**src/verilog/wshd_map.svh**
```systemverilog
`ifndef WSHD_MAP_SVH
`define WSHD_MAP_SVH

// host address layout, register offsets are word spaced
`define WSHD_ADDR_W 12
`define WSHD_FIFO_SEL_BIT 11
`define WSHD_UNUSED_HI 10
`define WSHD_UNUSED_LO 6
`define WSHD_OFF_HI 5
`define WSHD_OFF_LO 1

// register offsets with special handling
`define WSHD_OFF_DP 5'h10
`define WSHD_OFF_GAP 5'h11
`define WSHD_OFF_LOW_ONLY 5'h1e
`define WSHD_OFF_RESET 5'h1f

// reset values
`define WSHD_CSR_RESET 8'h00
`define WSHD_DATA_RESET 16'h0000

`endif

```
**src/verilog/wshd_pkg.sv**
```systemverilog
package wshd_pkg;

    // what one host access decodes to
    typedef enum logic [2:0] {
        WSHD_ACC_NONE,
        WSHD_ACC_CSR,
        WSHD_ACC_DP,
        WSHD_ACC_RESET
    } wshd_acc_e;

    typedef logic [7:0] wshd_byte_t;

endpackage

```
**src/verilog/wshd_stream_if.sv**
```systemverilog
`timescale 1ns/1ps
`default_nettype none

interface wshd_stream_if #(
    parameter int W = 16
);
    logic valid;
    logic ready;
    logic [W-1:0] data;

    modport src (output valid, output data, input ready);
    modport snk (input valid, input data, output ready);
endinterface

`default_nettype wire

```
**src/verilog/wshd_buf.sv**
```systemverilog
`timescale 1ns/1ps
`default_nettype none

// small fifo; depth must be a power of two so pointers wrap naturally
module wshd_buf
    import wshd_pkg::*;
#(
    parameter int W = 16,
    parameter int DEPTH = 2
) (
    // clock and reset
    input wire logic clk_i,
    input wire logic rst_n_i,
    // fill and drain sides
    wshd_stream_if.snk in_s,
    wshd_stream_if.src out_s
);
    localparam int AW = (DEPTH > 1) ? $clog2(DEPTH) : 1;

    logic [W-1:0] mem [DEPTH];
    logic [AW-1:0] wp;
    logic [AW-1:0] rp;
    logic [AW:0] cnt;
    logic [AW:0] next_cnt;
    logic push;
    logic pop;

    assign push = in_s.valid && in_s.ready;
    assign pop = out_s.valid && out_s.ready;
    assign out_s.data = mem[rp];

    always_comb begin
        next_cnt = cnt;
        if (push && !pop) begin
            next_cnt = cnt + 1'b1;
        end else if (pop && !push) begin
            next_cnt = cnt - 1'b1;
        end
    end

    always_ff @(posedge clk_i) begin
        if (!rst_n_i) begin
            cnt <= '0;
            out_s.valid <= 1'b0;
            in_s.ready <= 1'b0;
        end else begin
            cnt <= next_cnt;
            out_s.valid <= (next_cnt != '0);
            in_s.ready <= (next_cnt != (AW+1)'(DEPTH));
        end
    end

    always_ff @(posedge clk_i) begin
        if (!rst_n_i) begin
            wp <= '0;
            rp <= '0;
        end else begin
            if (push) begin
                wp <= wp + 1'b1;
            end
            if (pop) begin
                rp <= rp + 1'b1;
            end
        end
    end

    always_ff @(posedge clk_i) begin
        if (push) begin
            mem[wp] <= in_s.data;
        end
    end

    // a full buffer never takes a word, so nothing is overwritten
    property p_buf_no_overrun;
        @(posedge clk_i) disable iff (!rst_n_i)
        (cnt == (AW+1)'(DEPTH)) |-> !in_s.ready;
    endproperty
    a_buf_no_overrun: assert property (p_buf_no_overrun)
        else $error("buffer accepts while full");

endmodule

`default_nettype wire

```
**src/verilog/wshd_top.sv**
```systemverilog
`timescale 1ns/1ps
`default_nettype none
`include "wshd_map.svh"

module wshd_top
    import wshd_pkg::*;
#(
    parameter int AW = `WSHD_ADDR_W,
    parameter int DW = 16,
    parameter int BUF_DEPTH = 2
) (
    // clock and reset
    input wire logic clk_i,
    input wire logic rst_n_i,
    // host bus pins
    input wire logic host_cs_n_i,
    input wire logic host_rd_n_i,
    input wire logic host_wr_n_i,
    input wire logic [AW-1:0] host_addr_i,
    input wire logic [DW-1:0] host_data_bus_i,
    output logic [DW-1:0] host_data_bus_o,
    output logic host_data_bus_oe_o,
    // power-up straps
    input wire logic eeprom_chip_select_strap_i,
    input wire logic eeprom_clock_strap_i,
    output logic bus_mode_isa_o,
    // register write strobe and read-triggered reset pulse to the device core
    output logic csr_wr_o,
    output logic [4:0] csr_wr_off_o,
    output logic [7:0] csr_wr_data_o,
    output logic dev_reset_o,
    // received packet words from the buffer memory
    input wire logic [DW-1:0] rx_data_i,
    input wire logic rx_valid_i,
    output logic rx_ready_o,
    // transmit packet words to the buffer memory
    output logic [DW-1:0] tx_data_o,
    output logic tx_valid_o,
    input wire logic tx_ready_i
);
    // pin synchronisers, first stage read only by the second
    logic cs_s1, cs_s2, rd_s1, rd_s2, rd_s3, wr_s1, wr_s2, wr_s3;
    logic [AW-1:0] addr_s1, addr_s2;
    logic [DW-1:0] din_s1, din_s2;
    logic eeprom_chip_select_strap_s1, eeprom_chip_select_strap_s2, eeprom_clock_strap_s1, eeprom_clock_strap_s2;
    logic strap_done;
    logic rd_evt, wr_evt;
    wshd_acc_e acc;
    logic [4:0] off;
    wshd_byte_t csr_byte [32];
    logic [DW-1:0] rd_word;
    logic rx_pop, tx_push;
    logic [DW-1:0] tx_word;

    wshd_stream_if #(.W(DW)) rx_in ();
    wshd_stream_if #(.W(DW)) rx_out ();
    wshd_stream_if #(.W(DW)) tx_in ();
    wshd_stream_if #(.W(DW)) tx_out ();

    always_ff @(posedge clk_i) begin
        if (!rst_n_i) begin
            {cs_s1, cs_s2} <= 2'h3;
            {rd_s1, rd_s2, rd_s3} <= 3'h7;
            {wr_s1, wr_s2, wr_s3} <= 3'h7;
            addr_s1 <= '0;
            addr_s2 <= '0;
            din_s1 <= '0;
            din_s2 <= '0;
        end else begin
            cs_s1 <= host_cs_n_i;
            cs_s2 <= cs_s1;
            rd_s1 <= host_rd_n_i;
            rd_s2 <= rd_s1;
            rd_s3 <= rd_s2;
            wr_s1 <= host_wr_n_i;
            wr_s2 <= wr_s1;
            wr_s3 <= wr_s2;
            addr_s1 <= host_addr_i;
            addr_s2 <= addr_s1;
            din_s1 <= host_data_bus_i;
            din_s2 <= din_s1;
        end
    end

    // strap chain stays out of reset so it holds the real levels when reset lifts
    always_ff @(posedge clk_i) begin
        eeprom_chip_select_strap_s1 <= eeprom_chip_select_strap_i;
        eeprom_chip_select_strap_s2 <= eeprom_chip_select_strap_s1;
        eeprom_clock_strap_s1 <= eeprom_clock_strap_i;
        eeprom_clock_strap_s2 <= eeprom_clock_strap_s1;
    end

    always_ff @(posedge clk_i) begin
        if (!rst_n_i) begin
            strap_done <= 1'b0;
            bus_mode_isa_o <= 1'b0;
        end else if (!strap_done) begin
            strap_done <= 1'b1;
            bus_mode_isa_o <= !eeprom_chip_select_strap_s2 && !eeprom_clock_strap_s2;
        end
    end

    // read acts at strobe start, write at strobe end when data is settled
    assign rd_evt = bus_mode_isa_o && !cs_s2 && !rd_s2 && rd_s3;
    assign wr_evt = bus_mode_isa_o && !cs_s2 && wr_s2 && !wr_s3;
    assign off = addr_s2[`WSHD_OFF_HI:`WSHD_OFF_LO];

    always_comb begin
        acc = WSHD_ACC_NONE;
        if (addr_s2[`WSHD_FIFO_SEL_BIT]) begin
            acc = WSHD_ACC_DP;
        end else if (addr_s2[`WSHD_UNUSED_HI:`WSHD_UNUSED_LO] != '0) begin
            acc = WSHD_ACC_NONE;
        end else if (off == `WSHD_OFF_DP) begin
            acc = WSHD_ACC_DP;
        end else if (off == `WSHD_OFF_GAP) begin
            acc = WSHD_ACC_NONE;
        end else if (off == `WSHD_OFF_RESET && rd_evt) begin
            acc = WSHD_ACC_RESET;
        end else begin
            acc = WSHD_ACC_CSR;
        end
    end

    always_comb begin
        rd_word = `WSHD_DATA_RESET;
        case (acc)
            WSHD_ACC_CSR: begin
                if (off == `WSHD_OFF_LOW_ONLY) begin
                    rd_word = {8'h00, csr_byte[off]};
                end else if (off[0]) begin
                    rd_word = {csr_byte[off], csr_byte[off]};
                end else begin
                    rd_word = {csr_byte[off | 5'h01], csr_byte[off]};
                end
            end
            WSHD_ACC_DP: begin
                rd_word = rx_out.valid ? rx_out.data : `WSHD_DATA_RESET;
            end
            default: begin
                rd_word = `WSHD_DATA_RESET;
            end
        endcase
    end

    // host data drive, held for the whole read strobe
    always_ff @(posedge clk_i) begin
        if (!rst_n_i) begin
            host_data_bus_o <= `WSHD_DATA_RESET;
            host_data_bus_oe_o <= 1'b0;
        end else if (rd_evt) begin
            host_data_bus_o <= rd_word;
            host_data_bus_oe_o <= 1'b1;
        end else if (rd_s2 || cs_s2) begin
            host_data_bus_oe_o <= 1'b0;
        end
    end

    // low lane only into register storage
    always_ff @(posedge clk_i) begin
        if (!rst_n_i) begin
            for (int i = 0; i < 32; i++) begin
                csr_byte[i] <= `WSHD_CSR_RESET;
            end
        end else if (wr_evt && acc == WSHD_ACC_CSR) begin
            csr_byte[off] <= din_s2[7:0];
        end
    end

    always_ff @(posedge clk_i) begin
        if (!rst_n_i) begin
            csr_wr_o <= 1'b0;
            csr_wr_off_o <= '0;
            csr_wr_data_o <= '0;
            dev_reset_o <= 1'b0;
        end else begin
            csr_wr_o <= wr_evt && acc == WSHD_ACC_CSR;
            if (wr_evt && acc == WSHD_ACC_CSR) begin
                csr_wr_off_o <= off;
                csr_wr_data_o <= din_s2[7:0];
            end
            dev_reset_o <= rd_evt && acc == WSHD_ACC_RESET;
        end
    end

    // one word per access, any address in the window
    always_ff @(posedge clk_i) begin
        if (!rst_n_i) begin
            rx_pop <= 1'b0;
            tx_push <= 1'b0;
            tx_word <= `WSHD_DATA_RESET;
        end else begin
            rx_pop <= rd_evt && acc == WSHD_ACC_DP && rx_out.valid;
            // a write while the buffer is full is dropped; host must pace
            tx_push <= wr_evt && acc == WSHD_ACC_DP && tx_in.ready;
            if (wr_evt && acc == WSHD_ACC_DP) begin
                tx_word <= din_s2;
            end
        end
    end

    assign rx_in.valid = rx_valid_i;
    assign rx_in.data = rx_data_i;
    assign rx_ready_o = rx_in.ready;
    assign rx_out.ready = rx_pop;
    assign tx_in.valid = tx_push;
    assign tx_in.data = tx_word;
    assign tx_valid_o = tx_out.valid;
    assign tx_data_o = tx_out.data;
    assign tx_out.ready = tx_ready_i;

    wshd_buf #(.W(DW), .DEPTH(BUF_DEPTH)) u_rx_buf (
        .clk_i(clk_i),
        .rst_n_i(rst_n_i),
        .in_s(rx_in),
        .out_s(rx_out)
    );

    wshd_buf #(.W(DW), .DEPTH(BUF_DEPTH)) u_tx_buf (
        .clk_i(clk_i),
        .rst_n_i(rst_n_i),
        .in_s(tx_in),
        .out_s(tx_out)
    );

    property p_dp_low_read;
        @(posedge clk_i) disable iff (!rst_n_i)
        (rd_evt && rx_out.valid && addr_s2 == 12'h020) |=> rx_pop ##1 !rx_pop;
    endproperty
    a_dp_low_read: assert property (p_dp_low_read)
        else $error("read at 20h did not pop one word");

    property p_even_read;
        @(posedge clk_i) disable iff (!rst_n_i)
        (rd_evt && acc == WSHD_ACC_CSR && !off[0] && off != `WSHD_OFF_LOW_ONLY)
            |=> host_data_bus_oe_o && host_data_bus_o[7:0] == csr_byte[$past(off)];
    endproperty
    a_even_read: assert property (p_even_read)
        else $error("even register read wrong low lane");

    property p_odd_read;
        @(posedge clk_i) disable iff (!rst_n_i)
        (rd_evt && acc == WSHD_ACC_CSR && off[0])
            |=> host_data_bus_o[15:8] == host_data_bus_o[7:0];
    endproperty
    a_odd_read: assert property (p_odd_read)
        else $error("odd register read lanes differ");

    property p_low_only;
        @(posedge clk_i) disable iff (!rst_n_i)
        (rd_evt && acc == WSHD_ACC_CSR && off == `WSHD_OFF_LOW_ONLY)
            |=> host_data_bus_o[15:8] == 8'h00;
    endproperty
    a_low_only: assert property (p_low_only)
        else $error("offset 1e read drove high lane");

    property p_low_lane_write;
        @(posedge clk_i) disable iff (!rst_n_i)
        (wr_evt && acc == WSHD_ACC_CSR)
            |=> csr_byte[$past(off)] == $past(din_s2[7:0]) && csr_wr_o;
    endproperty
    a_low_lane_write: assert property (p_low_lane_write)
        else $error("register write did not store low lane");

    property p_reset_read;
        @(posedge clk_i) disable iff (!rst_n_i)
        (rd_evt && !addr_s2[11] && addr_s2[10:0] == 11'h03e) |=> dev_reset_o ##1 !dev_reset_o;
    endproperty
    a_reset_read: assert property (p_reset_read)
        else $error("read of 1f gave no single reset pulse");

    property p_unused;
        @(posedge clk_i) disable iff (!rst_n_i)
        ((rd_evt || wr_evt) && !addr_s2[11] && addr_s2[10:6] != 5'h00)
            |=> !csr_wr_o && !tx_push && !rx_pop && !dev_reset_o;
    endproperty
    a_unused: assert property (p_unused)
        else $error("unused address range had an effect");

    property p_window_write;
        @(posedge clk_i) disable iff (!rst_n_i)
        (wr_evt && addr_s2[11] && tx_in.ready) |=> tx_push && tx_word == $past(din_s2);
    endproperty
    a_window_write: assert property (p_window_write)
        else $error("window write did not push its word");

    property p_strap;
        @(posedge clk_i) disable iff (!rst_n_i)
        (!strap_done && (eeprom_chip_select_strap_s2 || eeprom_clock_strap_s2)) |=> !bus_mode_isa_o;
    endproperty
    a_strap: assert property (p_strap)
        else $error("pull-up strap still selected this bus setting");

endmodule

`default_nettype wire

```
**config.mk**
```make
export PLATFORM = sky130hd
export DESIGN_NAME = wshd_top
export DESIGN_NICKNAME = d
export VERILOG_FILES = /design/src/verilog/wshd_pkg.sv /design/src/verilog/wshd_stream_if.sv /design/src/verilog/wshd_buf.sv /design/src/verilog/wshd_top.sv
export VERILOG_INCLUDE_DIRS = /design/src /design/src/verilog
export SDC_FILE = /design/constraint.sdc
export NUM_CORES = 1
export LEC_CHECK = 0
export BUFFER_PORTS_ARGS = -buffer_cell sky130_fd_sc_hd__buf_2
export CORE_UTILIZATION = 61
export CTS_CLUSTER_SIZE = 24
export DETAILED_ROUTE_END_ITERATION = 8
export HOLD_SLACK_MARGIN = 0.03
export PLACE_DENSITY = 0.92
export SLEW_MARGIN = 30
export SYNTH_ARGS = -nofsm -noshare
export SYNTH_HDL_FRONTEND = slang
export SYNTH_HIERARCHICAL = 1
export SYNTH_SLANG_ARGS = --single-unit
```
**constraint.sdc**
```tcl
create_clock -name clk_i -period 3.8 [get_ports clk_i]
set_input_delay 0.38 -clock clk_i [delete_from_list [all_inputs] [get_ports clk_i]]
set_output_delay 0.38 -clock clk_i [all_outputs]
set_load 0.01 [all_outputs]
```
# Word-level counts from Yosys, hierarchy flattened
# Memory sizes are Yosys's and may differ from the RTL's. A register that Yosys moved wholly into a read port is not among the register bits.
# Cells that the tools add are included.
dict set report totals {
  ff_bits 132
  mem_bits_rw 320
  inputBits 53
  output_inout_bits 51
  elab_cells 126
  mem_count 3
}
dict set report classes {
  n_addsub 8
  n_eq_ne 9
  n_mux 33
  reduce_logical 36
}
# memory words width read_ports rd_ports_with_merged_regs write_ports line
set memory_table {}
lappend memory_table {csr_byte 32 8 2 2 32 wshd_top.sv:50} ;# wshd_byte_t csr_byte [32];
lappend memory_table {u_rx_buf.mem 2 16 1 1 1 wshd_buf.sv:20} ;# logic [W-1:0] mem [DEPTH];
lappend memory_table {u_tx_buf.mem 2 16 1 1 1 wshd_buf.sv:20}
# operator n
set op_table {}
lappend op_table {{16-bit 2-to-1 mux} 3}
lappend op_table {{16-bit one-hot mux with 2 select lines} 1}
lappend op_table {{1-bit logical AND} 21}
lappend op_table {{5-bit equality test (second input constant)} 4}
lappend op_table {{2-bit 2-to-1 mux} 9}
lappend op_table {{1-bit 2-to-1 mux} 16}
lappend op_table {{5-bit 2-to-1 mux} 3}
lappend op_table {{1-bit logical NOT} 9}
lappend op_table {{8-bit 2-to-1 mux} 1}
lappend op_table {{8-bit OR reduction} 1}
lappend op_table {{3-bit by 2-bit equality test with 1-bit output (second input constant)} 2}
lappend op_table {{2-bit nonzero test} 3}
lappend op_table {{5-bit nonzero test} 1}
lappend op_table {{1-bit adder (second input constant)} 4}
lappend op_table {{2-bit by 1-bit adder with 2-bit output (second input constant)} 2}
lappend op_table {{2-bit != test (second input constant)} 2}
lappend op_table {{2-bit by 1-bit subtractor with 2-bit output (second input constant)} 2}
lappend op_table {{3-bit by 1-bit equality test with 1-bit output (second input constant)} 1}
lappend op_table {{1-bit logical OR} 1}

# Logic depth before layout (Yosys ltp)
dict set report logic_depth {
  depth_word 17
  mapped_depth 17
  depth_no_buf 11
}

# Cells and area by module
# The synthesis kept the hierarchy.
# mod instances cells_each area_each_um2 seq_area_each_um2
set modules_own_cells {}
lappend modules_own_cells {wshd_top 1 1344 16822.4 10049.6}
lappend modules_own_cells {{wshd_buf (u_rx_buf)} 1 83 1482.7 1101.1}
lappend modules_own_cells {{wshd_buf (u_tx_buf)} 1 84 1477.7 1101.1}

# Least setup slack after synthesis
# Ideal clock, no wire load.
dict set report synth_path {
  path_type {flip-flop to flip-flop}
  from {register addr_s2[3]}
  to {memory csr_byte[23][0] (netlist bit), enable pin}
  setup_ns 0.384
  arrival_time_ns 3.099
  t_required_ns 3.416
  setup_slack_ns 0.317
  stages_incl_launch_ff 15
  path_buffers 6
  period_less_slack_ns 3.483
  cell_sequence {dfxtp_1 buf_4 buf_4 buf_2 nor2_1 nand2_1 clkbuf_1 nor2_1 nor3_1 ha_1 and2_1 clkbuf_1 nand4_1 buf_2 o21ai_0}
}
# item line
set synth_lines {}
lappend synth_lines {{start: declaration} wshd_top.sv:43} ;# logic [AW-1:0] addr_s1, addr_s2;
lappend synth_lines {{start signal: assignment} wshd_top.sv:79} ;# addr_s2 <= addr_s1;
lappend synth_lines {{end: declaration} wshd_top.sv:50}

==> run metrics <==
pin count of the biggest net entering global routing between 100 and 150; clock tree from TritonCTS done; total power divided by cell area between 400 and 500 nW/um^2; hold depth 1; crit start category register; Synth area leader edfxtp_1; post-CTS sizing 0; TNS Setup 0 ns; Setup crit end kind register; CP Launch Point bus_mode_isa_o$_SDFFE_PN0N_; Comb power frac 0.054; Post-Syn Area roughly 20000 sq um; Reg power frac 0.529; Finish-stage setup viols 0; Filler cells between 1500 and 2000; WL final ~53000 microns; DRT antenna net count 0; Clock Power Share 0.417; asr flop ratio synth 0; Vias per Instance 6.53; Final Hold Fails 0; Worst R2R Start bus_mode_isa_o$_SDFFE_PN0N_; total power about 10 mW; CTS sink count roughly 450; Crit Path Category register to register; Clock Tree Root clkbuf_16; Crit path required time 4.00 ns; layout cells sized above 1 0.185; first-pass GRT wire length 78600 microns; grt ovf 0; final slew viol count 0; # rows 65; GRT Total Usage 0.318; Synth top area share 0.486; DRC errors left 0; CP Data Arrival Time approximately 3.7 ns; Core ar. 31700 sq um; Synth Warn # 6; Seq/Total Area, Yosys 0.619; total CTS buffers 43; worst relative slew slack 0.329; Vias 13400; layout overhead on the synthesized area 12.9%; Port Buf Inserts a little over 100; H-Tree Depth 2; Switch Pwr roughly 2.3 mW; worst skew pair latency around 0.56 ns; RSZ-0062 raised after global routing no; leading post-synthesis cells by cell area edfxtp_1 (49%), dfxtp_1 (13%), and2_1 (10%); top_reg_cell synth edfxtp_1; fin crit period between 3 and 4 ns; cell with the most instances after synthesis and2_1; sw frac 0.220; Seq. cell area 12300 sq um; Mean Syn Cell Area between 10 and 15 sq um; most frequent cells after synthesis and2_1 (330), edfxtp_1 (320), mux2i_1 (139), dfxtp_1 (132), nand2_1 (69); initial core utilization 0.624; max-cap violations 0; CTS clk-pin slew, worst paths roughly 0.070 ns; Die X-Extent roughly 180 microns; Lkg Pwr between 8 and 9 nW; die area about 33000 sq um; drt pass-1 iters 6; post-CTS setup buffer count 0; status completed; Max FO, Critical Path 10; gpl congestion around 1; syn_nets 1567; routed wire length per instance 25.8 microns; Chip Height roughly 180 microns; Achievable Freq between 200 and 300 MHz; synthesized instance count ~1500; hold path startpoint rx_data_i[11]; maximum vdd drop 0.000327 V; worst reg-to-reg path cell count 12; clk_skew 0.0199 ns; Post-synth EDFFs 320; Final period util 0.914; initial drt markers 1869; Nets approximately 1700; vias in the first global route approximately 13000; clk buf depth 3; area of the multi-input gates 6990 sq um; Min-Delay Path Class input pin to register; Yosys cell types 58; IO Pins 104; Internal 8.07 mW; initial antenna violation count 3; post-synthesis register bit count ~450; Post-DP HPWL between 30000 and 40000 microns; actual slew at the worst max-slew pin 1.00 ns
==> flip-flops by register name (all words and copies together) (netlist names), 8 cells and up, named ones only <==
register,flops
csr_byte,256
u_rx_buf/mem,32
u_tx_buf/mem,32
din_s1,16
din_s2,16
host_data_bus_o,16
tx_in.data,16
addr_s1,11
addr_s2,11
csr_wr_data_o,8
==> repair_timing <==
action	in CTS	in global routing
hold buffers	21	1
endpoints found under the setup margin	0	0
endpoints found under the hold margin	30	1
==> power by group through the flow <==
| stage | Combinational, mW | Clock (mW) | Sequential (mW) |
|---|---|---|---|
| after floorplan | 0.334 | 0 | 5.54 |
| after global placement | 0.502 | 0 | 5.56 |
| after detailed placement | 0.516 | 0 | 5.57 |
| after CTS | 0.541 | 4.29 | 5.47 |
| after global routing | 0.585 | 4.50 | 5.48 |
| final | 0.563 | 4.31 | 5.47 |
==> per-stage QoR <==
stage	area [sq um]	hold slack [ns]	setup slack, ns	std cells	util
2_1_floorplan	19800	0.310	0.317	1511	-
3_3_place_gp	20700	0.316	0.682	1957	0.652
3_5_place_dp	20700	0.322	0.529	1957	0.652
4_1_cts	22300	0.0301	0.473	2056	0.703
5_1_grt	22300	0.0279	0.182	2057	0.704
6_report	22300	0.0339	0.328	2059	0.704
==> cells by family (layout without fill, tap and decap cells) <==
family,Yosys count,after routing,synth area share
simple gates,541,541,0.164
flops,452,452,0.619
mux,199,199,0.120
compound gates,196,196,0.0627
buf+inv,113,257,0.0275
xor+xnor,7,7,0.00386
fa+ha+maj,3,3,0.00190
other cells,0,2,0
==> cells in the final DEF, fill, tap and decap left out, types with 4 or more instances in the layout <==
cell type / count
edfxtp_1: 320
mux2_2: 32
dlygate4sd3_1: 22
o21ai_0: 38
clkbuf_1: 9
o21ai_1: 6
mux4_2: 28
a21oi_1: 25
nand4_1: 4
o31ai_1: 5
buf_2: 101
nor2b_1: 4
nor3_2: 6
nor3_1: 6
and3_1: 7
or4_1: 16
mux2i_1: 139
nand4bb_1: 7
a21boi_0: 29
o22ai_1: 66
clkbuf_16: 45
nand2b_1: 24
dfxtp_1: 128
clkbuf_8: 7
nand3_1: 8
nand2_1: 69
inv_1: 4
nor2_1: 30
and2_1: 330
a22o_1: 13
buf_4: 51
xnor2_1: 4
clkinv_2: 7
nor2_2: 4
==> critical path, stage by stage (launching register included) <==
cell and delay (ns):
dfxtp_1 0.38, nor4bb_1 0.17, buf_4 0.18, nand4_1 0.09, o31ai_1 0.08, a21o_1 0.22
inv_1 0.06, ha_1 0.18, and2_1 0.17, nand4_1 0.36, buf_4 0.36, nor3_2 0.41
nand2b_1 0.44
==> metal layers <==
metal  vias to the layer above  global-route usage  part of all wire
met5                         -                   0                 0
met4                         0               0.139             0.047
met3                       197              0.0651              0.11
met2                       973               0.536              0.49
met1                      6571               0.398              0.35
li1                       5694                   -                 -
==> path summary, 6_finish.rpt <==
path                                               to  slack, ns
hold / removal          u_rx_buf/mem[0][11]$_DFFE_PP_       0.03
hold reg to reg   eeprom_chip_select_strap_s2$_DFF_P_       0.35
setup / recovery        csr_byte[27][5]$_SDFFCE_PN0P_       0.33
setup reg to reg        csr_byte[27][5]$_SDFFCE_PN0P_       0.33
==> cell type report <==
class / instances / share of cell area
inverters: 4 / 0.000672
multi-input cells: 946 / 0.313
well taps: 402 / 0.0225
flip-flops and latches: 452 / 0.549
diodes: 2 / 0.000224
repair buffers: 175 / 0.0505
clock buffers: 62 / 0.0565
clock inverters: 16 / 0.00757
Note: power is estimated with default switching activity, not from simulation.
